<file path="src/design/lmfr_pkg.sv">
package lmfr_pkg;

	// ****************************************
	// Bus and register geometry
	// ****************************************
	localparam int AXI_ADDR_W = 12;
	localparam int AXI_DATA_W = 32;
	localparam int REG_W = 16;
	localparam int IDX_W = 10;
	localparam int NUM_ROUTE_REGS = 6;
	localparam int NUM_TAPS = 12;
	localparam int NUM_PAIRS = 8;
	localparam int GROUP_SIZE = 4;
	localparam int TAP_VAL_W = 12;
	localparam int CODE_W = 4;
	localparam int GATE_BIT = 15;
	localparam int SELECT_BIT = 15;

	// ****************************************
	// Register indices, byte address is four times the index
	// ****************************************
	localparam logic [9:0] IDX_LANE_ROUTE_PAIRS_ONE_TWO = 10'h050;
	localparam logic [9:0] IDX_LANE_ROUTE_PAIR_THREE = 10'h051;
	localparam logic [9:0] IDX_LANE_ROUTE_PAIR_FOUR = 10'h052;
	localparam logic [9:0] IDX_LANE_ROUTE_PAIR_FIVE = 10'h053;
	localparam logic [9:0] IDX_LANE_ROUTE_PAIRS_SIX_SEVEN = 10'h054;
	localparam logic [9:0] IDX_LANE_ROUTE_PAIR_EIGHT = 10'h055;
	localparam logic [9:0] IDX_CHAN1_FILTER_TAP_0 = 10'h05A;
	localparam logic [9:0] IDX_CHAN1_FILTER_TAP_11 = 10'h065;
	localparam logic [9:0] IDX_CHAN2_FILTER_TAP_0 = 10'h066;
	localparam logic [9:0] IDX_CHAN2_FILTER_TAP_11 = 10'h071;

	// ****************************************
	// Reset values and writable bits
	// ****************************************
	localparam logic [15:0] REG_RESET = 16'h0000;
	localparam logic [15:0] ROUTE_MASK [NUM_ROUTE_REGS] = '{
		16'h8F0F, 16'h80F0, 16'h800F, 16'h80F0, 16'h8F0F, 16'h80F0
	};
	localparam logic [15:0] TAP_MASK = 16'h8FFF;
	localparam logic [15:0] DEFAULT_PAIR_SEL = 16'hE4E4;

	// ****************************************
	// Where each pair finds its routing field
	// ****************************************
	localparam int PAIR_REG [NUM_PAIRS] = '{0, 0, 1, 2, 3, 4, 4, 5};
	localparam int PAIR_LSB [NUM_PAIRS] = '{0, 8, 4, 0, 4, 0, 8, 4};

	// ****************************************
	// Bus answers and decode regions
	// ****************************************
	localparam logic [1:0] RESP_OKAY = 2'h0;
	localparam logic [1:0] RESP_SLVERR = 2'h2;

	typedef enum logic [1:0] {
		REGION_NONE = 2'b00,
		REGION_ROUTE = 2'b01,
		REGION_TAP = 2'b10
	} lmfr_region_t;

endpackage

</file>
<file path="src/design/lmfr_regs.sv">
// Summary of operation
// - Gate bit 15 of the pair one/two register enables both its fields.
// - Pair one/two register: bits 11:8 route pair two, bits 3:0 pair one.
// - Pair three register: bits 7:4 route pair three, only while gated.
// - Pair four register: bits 3:0 route pair four, only while gated.
// - Pair five register: bits 7:4 pick channel five to eight, gated.
// - Pair six/seven register: bits 11:8 pair seven, 3:0 pair six, gated.
// - Pair eight register: bits 7:4 pick channel five to eight, gated.
// - All routing and tap registers read zero after reset.
// - Channel one taps at twelve registers, bit 15 of the first picks custom taps.
// - Each tap register holds a 12-bit coefficient, index in address order.
// - Channel two taps at twelve registers, same layout as channel one.
module lmfr_regs #(
	parameter int SAMPLE_W = 12
) (
	input wire logic sys_clk,
	input wire logic resetn,
	input wire logic s_axi_awvalid,
	output logic s_axi_awready,
	input wire logic [lmfr_pkg::AXI_ADDR_W-1:0] s_axi_awaddr,
	input wire logic [2:0] s_axi_awprot,
	input wire logic s_axi_wvalid,
	output logic s_axi_wready,
	input wire logic [lmfr_pkg::AXI_DATA_W-1:0] s_axi_wdata,
	input wire logic [3:0] s_axi_wstrb,
	output logic s_axi_bvalid,
	input wire logic s_axi_bready,
	output logic [1:0] s_axi_bresp,
	input wire logic s_axi_arvalid,
	output logic s_axi_arready,
	input wire logic [lmfr_pkg::AXI_ADDR_W-1:0] s_axi_araddr,
	input wire logic [2:0] s_axi_arprot,
	output logic s_axi_rvalid,
	input wire logic s_axi_rready,
	output logic [lmfr_pkg::AXI_DATA_W-1:0] s_axi_rdata,
	output logic [1:0] s_axi_rresp,
	input wire logic [lmfr_pkg::NUM_PAIRS*SAMPLE_W-1:0] chanData,
	output logic [lmfr_pkg::NUM_PAIRS*SAMPLE_W-1:0] serialPairData,
	output logic [2*lmfr_pkg::NUM_PAIRS-1:0] pairChanSel,
	output logic chan1UserTapsSelect,
	output logic chan2UserTapsSelect,
	output logic [lmfr_pkg::NUM_TAPS*lmfr_pkg::TAP_VAL_W-1:0] chan1TapValue,
	output logic [lmfr_pkg::NUM_TAPS*lmfr_pkg::TAP_VAL_W-1:0] chan2TapValue
);

	// ****************************************
	// Decode helpers
	// ****************************************
	function automatic lmfr_pkg::lmfr_region_t regionOf(
		input logic [9:0] idx
	);
		if (idx >= lmfr_pkg::IDX_LANE_ROUTE_PAIRS_ONE_TWO &&
			idx <= lmfr_pkg::IDX_LANE_ROUTE_PAIR_EIGHT)
			return lmfr_pkg::REGION_ROUTE;
		if (idx >= lmfr_pkg::IDX_CHAN1_FILTER_TAP_0 &&
			idx <= lmfr_pkg::IDX_CHAN2_FILTER_TAP_11)
			return lmfr_pkg::REGION_TAP;
		return lmfr_pkg::REGION_NONE;
	endfunction

	function automatic logic [2:0] routeSlot(input logic [9:0] idx);
		logic [9:0] diff;
		diff = idx - lmfr_pkg::IDX_LANE_ROUTE_PAIRS_ONE_TWO;
		return diff[2:0];
	endfunction

	function automatic logic [4:0] tapSlot(input logic [9:0] idx);
		logic [9:0] diff;
		diff = idx - lmfr_pkg::IDX_CHAN1_FILTER_TAP_0;
		return diff[4:0];
	endfunction

	// Upper byte lanes carry no register bits
	function automatic logic [15:0] mergeStrb(
		input logic [15:0] old,
		input logic [15:0] data,
		input logic [1:0] strb
	);
		logic [15:0] merged;
		merged[15:8] = strb[1] ? data[15:8] : old[15:8];
		merged[7:0] = strb[0] ? data[7:0] : old[7:0];
		return merged;
	endfunction

	// ****************************************
	// Register storage
	// ****************************************
	logic [15:0] routeReg [lmfr_pkg::NUM_ROUTE_REGS];
	logic [15:0] tapReg [2*lmfr_pkg::NUM_TAPS];

	// ****************************************
	// Write channels
	// ****************************************
	logic awHeld;
	logic wHeld;
	logic [lmfr_pkg::AXI_ADDR_W-1:0] awAddrHeld;
	logic [15:0] wDataHeld;
	logic [1:0] wStrbHeld;

	wire logic awTake = s_axi_awvalid && s_axi_awready;
	wire logic wTake = s_axi_wvalid && s_axi_wready;
	wire logic doWrite = awHeld && wHeld && !s_axi_bvalid;
	wire logic next_awHeld = (awHeld || awTake) && !doWrite;
	wire logic next_wHeld = (wHeld || wTake) && !doWrite;

	wire logic [9:0] wIdx = awAddrHeld[lmfr_pkg::AXI_ADDR_W-1:2];
	wire lmfr_pkg::lmfr_region_t wRegion = regionOf(wIdx);
	wire logic [2:0] wRouteSlot = routeSlot(wIdx);
	wire logic [4:0] wTapSlot = tapSlot(wIdx);

	// Unused bits are never stored, so they read back as zero
	wire logic [15:0] next_routeValue =
		mergeStrb(routeReg[wRouteSlot], wDataHeld, wStrbHeld) &
		lmfr_pkg::ROUTE_MASK[wRouteSlot];
	wire logic [15:0] next_tapValue =
		mergeStrb(tapReg[wTapSlot], wDataHeld, wStrbHeld) &
		lmfr_pkg::TAP_MASK;

	always_ff @(posedge sys_clk) begin
		if (!resetn) begin
			awHeld <= 1'h0;
			wHeld <= 1'h0;
			s_axi_awready <= 1'h0;
			s_axi_wready <= 1'h0;
		end else begin
			awHeld <= next_awHeld;
			wHeld <= next_wHeld;
			s_axi_awready <= !next_awHeld;
			s_axi_wready <= !next_wHeld;
		end
	end

	// Payload needs no reset: it is only used while held
	always_ff @(posedge sys_clk) begin
		if (awTake) begin
			awAddrHeld <= s_axi_awaddr;
		end
		if (wTake) begin
			wDataHeld <= s_axi_wdata[15:0];
			wStrbHeld <= s_axi_wstrb[1:0];
		end
	end

	always_ff @(posedge sys_clk) begin
		if (!resetn) begin
			s_axi_bvalid <= 1'h0;
			s_axi_bresp <= lmfr_pkg::RESP_OKAY;
		end else if (doWrite) begin
			s_axi_bvalid <= 1'h1;
			s_axi_bresp <= (wRegion == lmfr_pkg::REGION_NONE) ?
				lmfr_pkg::RESP_SLVERR : lmfr_pkg::RESP_OKAY;
		end else if (s_axi_bready) begin
			s_axi_bvalid <= 1'h0;
		end
	end

	// ****************************************
	// Register update
	// ****************************************
	always_ff @(posedge sys_clk) begin
		if (!resetn) begin
			for (int i = 0; i < lmfr_pkg::NUM_ROUTE_REGS; i++) begin
				routeReg[i] <= lmfr_pkg::REG_RESET;
			end
			for (int i = 0; i < 2 * lmfr_pkg::NUM_TAPS; i++) begin
				tapReg[i] <= lmfr_pkg::REG_RESET;
			end
		end else if (doWrite && wRegion == lmfr_pkg::REGION_ROUTE) begin
			routeReg[wRouteSlot] <= next_routeValue;
		end else if (doWrite && wRegion == lmfr_pkg::REGION_TAP) begin
			tapReg[wTapSlot] <= next_tapValue;
		end
	end

	// ****************************************
	// Read channel
	// ****************************************
	wire logic arTake = s_axi_arvalid && s_axi_arready;
	wire logic next_rvalid = arTake || (s_axi_rvalid && !s_axi_rready);
	wire logic [9:0] rIdx = s_axi_araddr[lmfr_pkg::AXI_ADDR_W-1:2];
	wire lmfr_pkg::lmfr_region_t rRegion = regionOf(rIdx);
	wire logic [2:0] rRouteSlot = routeSlot(rIdx);
	wire logic [4:0] rTapSlot = tapSlot(rIdx);
	wire logic [15:0] rValue =
		(rRegion == lmfr_pkg::REGION_ROUTE) ? routeReg[rRouteSlot] :
		(rRegion == lmfr_pkg::REGION_TAP) ? tapReg[rTapSlot] :
		lmfr_pkg::REG_RESET;

	always_ff @(posedge sys_clk) begin
		if (!resetn) begin
			s_axi_arready <= 1'h0;
			s_axi_rvalid <= 1'h0;
		end else begin
			s_axi_arready <= !next_rvalid;
			s_axi_rvalid <= next_rvalid;
		end
	end

	always_ff @(posedge sys_clk) begin
		if (!resetn) begin
			s_axi_rdata <= 32'h00000000;
			s_axi_rresp <= lmfr_pkg::RESP_OKAY;
		end else if (arTake) begin
			s_axi_rdata <= {16'h0000, rValue};
			s_axi_rresp <= (rRegion == lmfr_pkg::REGION_NONE) ?
				lmfr_pkg::RESP_SLVERR : lmfr_pkg::RESP_OKAY;
		end
	end

	// ****************************************
	// Filter tap outputs
	// ****************************************
	// Select bits of the other eleven registers are stored but unused
	assign chan1UserTapsSelect = tapReg[0][lmfr_pkg::SELECT_BIT];
	assign chan2UserTapsSelect =
		tapReg[lmfr_pkg::NUM_TAPS][lmfr_pkg::SELECT_BIT];

	for (genvar t = 0; t < lmfr_pkg::NUM_TAPS; t++) begin : g_tap
		assign chan1TapValue[t*lmfr_pkg::TAP_VAL_W +: lmfr_pkg::TAP_VAL_W] =
			tapReg[t][lmfr_pkg::TAP_VAL_W-1:0];
		assign chan2TapValue[t*lmfr_pkg::TAP_VAL_W +: lmfr_pkg::TAP_VAL_W] =
			tapReg[lmfr_pkg::NUM_TAPS+t][lmfr_pkg::TAP_VAL_W-1:0];
	end

	// ****************************************
	// Lane routing
	// ****************************************
	// One register stage: a new map shows one cycle after the write
	for (genvar p = 0; p < lmfr_pkg::NUM_PAIRS; p++) begin : g_pair
		localparam int REG_IDX = lmfr_pkg::PAIR_REG[p];
		localparam int LSB = lmfr_pkg::PAIR_LSB[p];
		localparam logic [1:0] DEF_IDX = 2'(p % lmfr_pkg::GROUP_SIZE);
		localparam logic GROUP_HI = (p >= lmfr_pkg::GROUP_SIZE);
		wire logic [1:0] sel;
		wire logic [2:0] srcChan = {GROUP_HI, sel};
		logic [1:0] selQ;
		logic [SAMPLE_W-1:0] dataQ;

		lmfr_route_sel #(
			.DEFAULT_IDX(DEF_IDX)
		) u_sel (
			.code(routeReg[REG_IDX][LSB +: lmfr_pkg::CODE_W]),
			.gate(routeReg[REG_IDX][lmfr_pkg::GATE_BIT]),
			.sel(sel)
		);

		always_ff @(posedge sys_clk) begin
			if (!resetn) begin
				selQ <= DEF_IDX;
				dataQ <= '0;
			end else begin
				selQ <= sel;
				dataQ <= chanData[srcChan*SAMPLE_W +: SAMPLE_W];
			end
		end

		assign pairChanSel[2*p +: 2] = selQ;
		assign serialPairData[p*SAMPLE_W +: SAMPLE_W] = dataQ;
	end

	// ****************************************
	// Checks
	// ****************************************
	gate_off_default_a: assert property (
		@(posedge sys_clk) disable iff (!resetn)
		!routeReg[0][lmfr_pkg::GATE_BIT] |=> pairChanSel[3:0] == 4'h4
	) else $error("pairs one and two not default while ungated");

	pair_one_map_a: assert property (
		@(posedge sys_clk) disable iff (!resetn)
		routeReg[0][lmfr_pkg::GATE_BIT] && routeReg[0][3:0] == 4'h4 &&
		routeReg[0][11:8] == 4'h8
		|=> pairChanSel[1:0] == 2'h2 && pairChanSel[3:2] == 2'h3
	) else $error("pair one or two map wrong");

	pair_three_map_a: assert property (
		@(posedge sys_clk) disable iff (!resetn)
		routeReg[1][lmfr_pkg::GATE_BIT] && routeReg[1][7:4] == 4'h8
		|=> pairChanSel[5:4] == 2'h3
	) else $error("pair three map wrong");

	pair_four_map_a: assert property (
		@(posedge sys_clk) disable iff (!resetn)
		routeReg[2][lmfr_pkg::GATE_BIT] && routeReg[2][3:0] == 4'h1
		|=> pairChanSel[7:6] == 2'h0
	) else $error("pair four map wrong");

	pair_five_data_a: assert property (
		@(posedge sys_clk) disable iff (!resetn)
		routeReg[3][lmfr_pkg::GATE_BIT] && routeReg[3][7:4] == 4'h2
		|=> pairChanSel[9:8] == 2'h1 &&
		serialPairData[4*SAMPLE_W +: SAMPLE_W] ==
		$past(chanData[5*SAMPLE_W +: SAMPLE_W])
	) else $error("pair five not fed from channel six");

	pair_seven_map_a: assert property (
		@(posedge sys_clk) disable iff (!resetn)
		routeReg[4][lmfr_pkg::GATE_BIT] && routeReg[4][11:8] == 4'h1
		|=> pairChanSel[13:12] == 2'h0
	) else $error("pair seven map wrong");

	pair_eight_off_a: assert property (
		@(posedge sys_clk) disable iff (!resetn)
		!routeReg[5][lmfr_pkg::GATE_BIT] |=> pairChanSel[15:14] == 2'h3
	) else $error("pair eight not default while ungated");

	reset_clear_a: assert property (
		@(posedge sys_clk) disable iff (!resetn)
		!$past(resetn) |-> pairChanSel == lmfr_pkg::DEFAULT_PAIR_SEL &&
		!chan1UserTapsSelect && !chan2UserTapsSelect &&
		chan1TapValue == '0 && chan2TapValue == '0
	) else $error("state not cleared by reset");

	chan1_select_a: assert property (
		@(posedge sys_clk) disable iff (!resetn)
		doWrite && wIdx == lmfr_pkg::IDX_CHAN1_FILTER_TAP_0 && wStrbHeld[1]
		|=> chan1UserTapsSelect == $past(wDataHeld[15])
	) else $error("channel one select not taken from first tap");

	tap_value_a: assert property (
		@(posedge sys_clk) disable iff (!resetn)
		doWrite && wIdx == lmfr_pkg::IDX_CHAN1_FILTER_TAP_0 + 10'h003 &&
		wStrbHeld == 2'h3
		|=> chan1TapValue[3*lmfr_pkg::TAP_VAL_W +: lmfr_pkg::TAP_VAL_W] ==
		$past(wDataHeld[11:0])
	) else $error("tap three value misplaced");

	chan2_select_a: assert property (
		@(posedge sys_clk) disable iff (!resetn)
		doWrite && wIdx == lmfr_pkg::IDX_CHAN2_FILTER_TAP_0 && wStrbHeld[1]
		|=> chan2UserTapsSelect == $past(wDataHeld[15])
	) else $error("channel two select not taken from first tap");

	bad_code_a: assert property (
		@(posedge sys_clk) disable iff (!resetn)
		routeReg[0][lmfr_pkg::GATE_BIT] && routeReg[0][3:0] == 4'h3
		|=> pairChanSel[1:0] == 2'h0
	) else $error("multi-hot code changed routing");

	other_select_a: assert property (
		@(posedge sys_clk) disable iff (!resetn)
		doWrite && wIdx == lmfr_pkg::IDX_CHAN1_FILTER_TAP_11
		|=> $stable(chan1UserTapsSelect)
	) else $error("last tap select bit changed selection");

endmodule // lmfr_regs

</file>
<file path="src/design/lmfr_route_sel.sv">
module lmfr_route_sel #(
	parameter logic [1:0] DEFAULT_IDX = 2'h0
) (
	input wire logic [lmfr_pkg::CODE_W-1:0] code,
	input wire logic gate,
	output logic [1:0] sel
);

	// ****************************************
	// One-hot code to channel index within the group
	// ****************************************
	function automatic logic [2:0] decodeOneHot(input logic [3:0] c);
		unique case (c)
			4'h1: return 3'h4;
			4'h2: return 3'h5;
			4'h4: return 3'h6;
			4'h8: return 3'h7;
			default: return 3'h0;
		endcase
	endfunction

	wire logic [2:0] decoded = decodeOneHot(code);

	// Zero or multi-hot codes would be ambiguous, so keep the default
	assign sel = (gate && decoded[2]) ? decoded[1:0] : DEFAULT_IDX;

endmodule // lmfr_route_sel

</file>
<file path="config.mk">
export PLATFORM = sky130hd
export DESIGN_NAME = lmfr_regs
export DESIGN_NICKNAME = d
export VERILOG_FILES = /design/src/design/lmfr_pkg.sv /design/src/design/lmfr_regs.sv /design/src/design/lmfr_route_sel.sv
export SDC_FILE = /design/constraint.sdc
export NUM_CORES = 1
export LEC_CHECK = 0
export ABC_CLOCK_PERIOD_IN_PS = 9100
export BUFFER_PORTS_ARGS = -buffer_cell sky130_fd_sc_hd__buf_2
export CAP_MARGIN = 5
export CORE_ASPECT_RATIO = 1.2
export CORE_MARGIN = 1
export CORE_UTILIZATION = 50
export CTS_BUF_LIST = sky130_fd_sc_hd__clkbuf_4 sky130_fd_sc_hd__clkbuf_8
export DETAILED_ROUTE_END_ITERATION = 8
export PLACE_DENSITY = 0.78
export SYNTH_ARGS = -nofsm -noshare
export SYNTH_HDL_FRONTEND = slang
export SYNTH_SLANG_ARGS = --single-unit
</file>
<file path="constraint.sdc">
create_clock -name sys_clk -period 9.1 [get_ports sys_clk]
set_clock_uncertainty 0.1 [all_clocks]
set_input_delay 0.455 -clock sys_clk [delete_from_list [all_inputs] [get_ports sys_clk]]
set_output_delay 0.455 -clock sys_clk [all_outputs]
set_load 0.01 [all_outputs]
</file>
==> run metrics <==
Port Buf Inserts 559; pin count of the biggest net entering global routing 84; Pwr Density 182.9 mW/mm2; wire length of the first global-routing pass 152200 um; Die Span X 239.5 um; P_leak 15.34 nW; clock latency at the later pin of the worst-skew pair 0.75 ns; Post-synth EDFFs 545; Via density 5.973; filler instances 5208; antenna violations before repair 12; worst-margin pin slew 1.369 ns; Register-to-Register Path Depth 5; via count 23605; yosys warns 0; maxcap violations 0; hpwl dp 75530 um; TritonCTS clock tree done; final wirelength 105600 um; minimum clock period 4.535 ns; final hold viol count 0; worst hold-check path type in -> reg; total CTS buffers 106; Distinct cells, synth 66; Hold-fix buffers, CTS 79; Worst Path Required 9.36 ns; maximum buffer depth of the clock tree 3; WHS Path Cells 3; hold wc startpoint chanData[13]; io pins 612; clock sink count 682; Core Area 0.06701 mm2; antenna viol nets, final 0; clock root buffer clkbuf_8; R2R Path End tapReg[12][6]; sequential-to-total area share from yosys stat 56.46%; multi-input logic area 0.01219 mm2; Congestion Overflow GR 0; Cells after Synth 2544; CP Class reg -> reg; Crit Path Max Fanout 18; fmax 220.5 MHz; FF/Latch Area 0.01911 mm2; FF-to-FF Start awAddrHeld[3]; unrepaired setup endpoints after global routing no; Avg Cell Area, Syn 13.30 um2; synthesized flop and latch total 682; Die Area 0.06873 mm2; Clock H-tree levels 3; clock transition at the registers of the reported paths 0.07 ns; CP Launch Type register; Iteration-0 DRC Markers 2325; hold slack 0.05587 ns; vias in the first global route 23587; FF-to-FF setup slack 4.57 ns; Total Routing Usage GR 30.29%; share of cells above drive strength 1 35.09%; Core Rows 104; Setup TNS Final 0 ns; drt pass-1 iters 6; status complete, no violations; Setup Viol. Count Final 0; Final Max Tran Viols 0; CTS resizes 0; Starting Density 50.50%; ys flop type edfxtp_1; post-CTS setup buffer count 0; DR DRC count 0; Synth-to-Final Area Change 14.23%; Crit path arrival time 4.79 ns; FFs w/ async S/R, synth 0%; Final GP Congestion 0.9148; Slew headroom 7.737%; Tcrit/Tclk final 49.83%; Syn Std Cell Area 0.03384 mm2; Die Span Y 287.0 um; wire length per cell 26.72 um; worst-case vdd ir drop 0.2132 mV; Worst Setup End Kind register; Net count, final 3121; Hold EP g_pair[2].dataQ[1]
## Yosys cell counts, drive strengths merged, types with 58 or more instances
| cell | number | share of area, % |
|---|---|---|
| clkbuf | 104 | 1.2 |
| mux4 | 177 | 12 |
| nor2 | 164 | 1.8 |
| mux2i | 66 | 2.0 |
| nand2 | 147 | 1.7 |
| mux2 | 76 | 2.5 |
| o21ai | 60 | 0.89 |
| a21oi | 58 | 0.86 |
| edfxtp | 545 | 48 |
| buf | 347 | 7.2 |
| dfxtp | 137 | 8.1 |
| and2 | 321 | 5.9 |
## metrics by stage
step	worst slack (ns)	instance area [um2]	total power, W	instances	util, %
6_report	4.565	38660	0.007071	3952	57.68
5_1_grt	4.390	38640	0.007254	3945	57.66
4_1_cts	4.658	38620	0.007072	3939	57.64
3_5_place_dp	4.660	35540	0.004322	3662	53.04
3_3_place_gp	4.878	35540	0.004299	3662	53.04
2_1_floorplan	5.742	34130	0.004063	2622	-
## per-layer routing
| metal | vias to the layer above | track usage (%) | part of all wire [%] | wire length (um) |
|---|---|---|---|---|
| met2 | 1801 | 51.96 | 50 | 52980 |
| li1 | 9881 | - | - | - |
| met1 | 11601 | 33.61 | 32 | 33950 |
| met5 | - | 0 | 0.040 | 42 |
| met3 | 316 | 9.710 | 12 | 13150 |
| met4 | 6 | 15.59 | 5.2 | 5486 |
## state kept, by name (all words and copies together) (netlist names), named ones only
| signal | count |
|---|---|
| s_axi_rresp | 1 |
| awHeld | 1 |
| routeReg | 104 |
| s_axi_wready | 1 |
| awAddrHeld | 10 |
| g_pair.dataQ | 96 |
| g_pair.selQ | 16 |
| wStrbHeld | 2 |
| s_axi_rdata | 13 |
| wDataHeld | 13 |
| s_axi_rvalid | 1 |
| wHeld | 1 |
| s_axi_bresp | 1 |
| tapReg | 416 |
| s_axi_arready | 1 |
| s_axi_bvalid | 1 |
| s_axi_awready | 1 |
## final cells by class
type | instances | area share (%)
flip-flops and latches | 682 | 49.43
diodes | 13 | 0.08415
repair buffers | 669 | 9.930
clock buffers | 155 | 4.984
clock inverters | 43 | 0.9451
well taps | 901 | 2.916
inverters | 17 | 0.1651
multi-input cells | 1472 | 31.54
## layout by cell type, fill, tap and decap left out, types with 19 or more instances in the layout
cell | Yosys | layout
edfxtp_1 | 545 | 545
a211oi_1 | 26 | 26
clkbuf_8 | 0 | 123
buf_2 | 41 | 556
conb_1 | 1 | 79
clkbuf_4 | 0 | 33
nor2_1 | 164 | 164
o22ai_1 | 26 | 26
mux2i_1 | 66 | 66
a21oi_1 | 58 | 58
o221ai_1 | 48 | 48
and2_1 | 321 | 321
o21ai_0 | 60 | 60
buf_4 | 289 | 32
mux2_2 | 72 | 72
nand2b_1 | 30 | 30
dfxtp_1 | 137 | 136
clkinv_1 | 1 | 19
dlygate4sd3_1 | 0 | 79
nand2_1 | 146 | 146
mux4_2 | 177 | 177
## critical path, cell delays in order (launching register included)
cell and delay, ns:
edfxtp_1 0.72, inv_1 0.25, ha_1 0.61, inv_1 0.60
nand4_2 0.70, o21ai_0 1.17
## logic make-up after synthesis
kind of cell	after synthesis	share of synthesized area, %
xor+xnor	21	0.5435
fa+ha+maj	4	0.1479
mux	319	16.26
buf+inv	468	8.570
simple gates	780	12.73
other cells	1	0.01108
compound gates	269	5.269
flops	682	56.46
## where the power goes
part           leakage [nW]  internal, W  switching, W
Combinational          7.54     0.000302      0.000449
Clock                  1.22      0.00149       0.00128
Sequential             6.58      0.00347     0.0000784
Total                  15.3      0.00526       0.00181
## worst max path at each step
stage                          to  slack (ns)          start
floorplan           tapReg[12][0]        5.74  awAddrHeld[3]
global placement    tapReg[13][6]        4.88  awAddrHeld[3]
detailed placement  tapReg[12][1]        4.66  awAddrHeld[3]
CTS                 tapReg[12][6]        4.66  awAddrHeld[3]
global route        tapReg[15][5]        4.39  awAddrHeld[3]
finish              tapReg[12][6]        4.57  awAddrHeld[3]
Power figures use the tool's default switching activity.
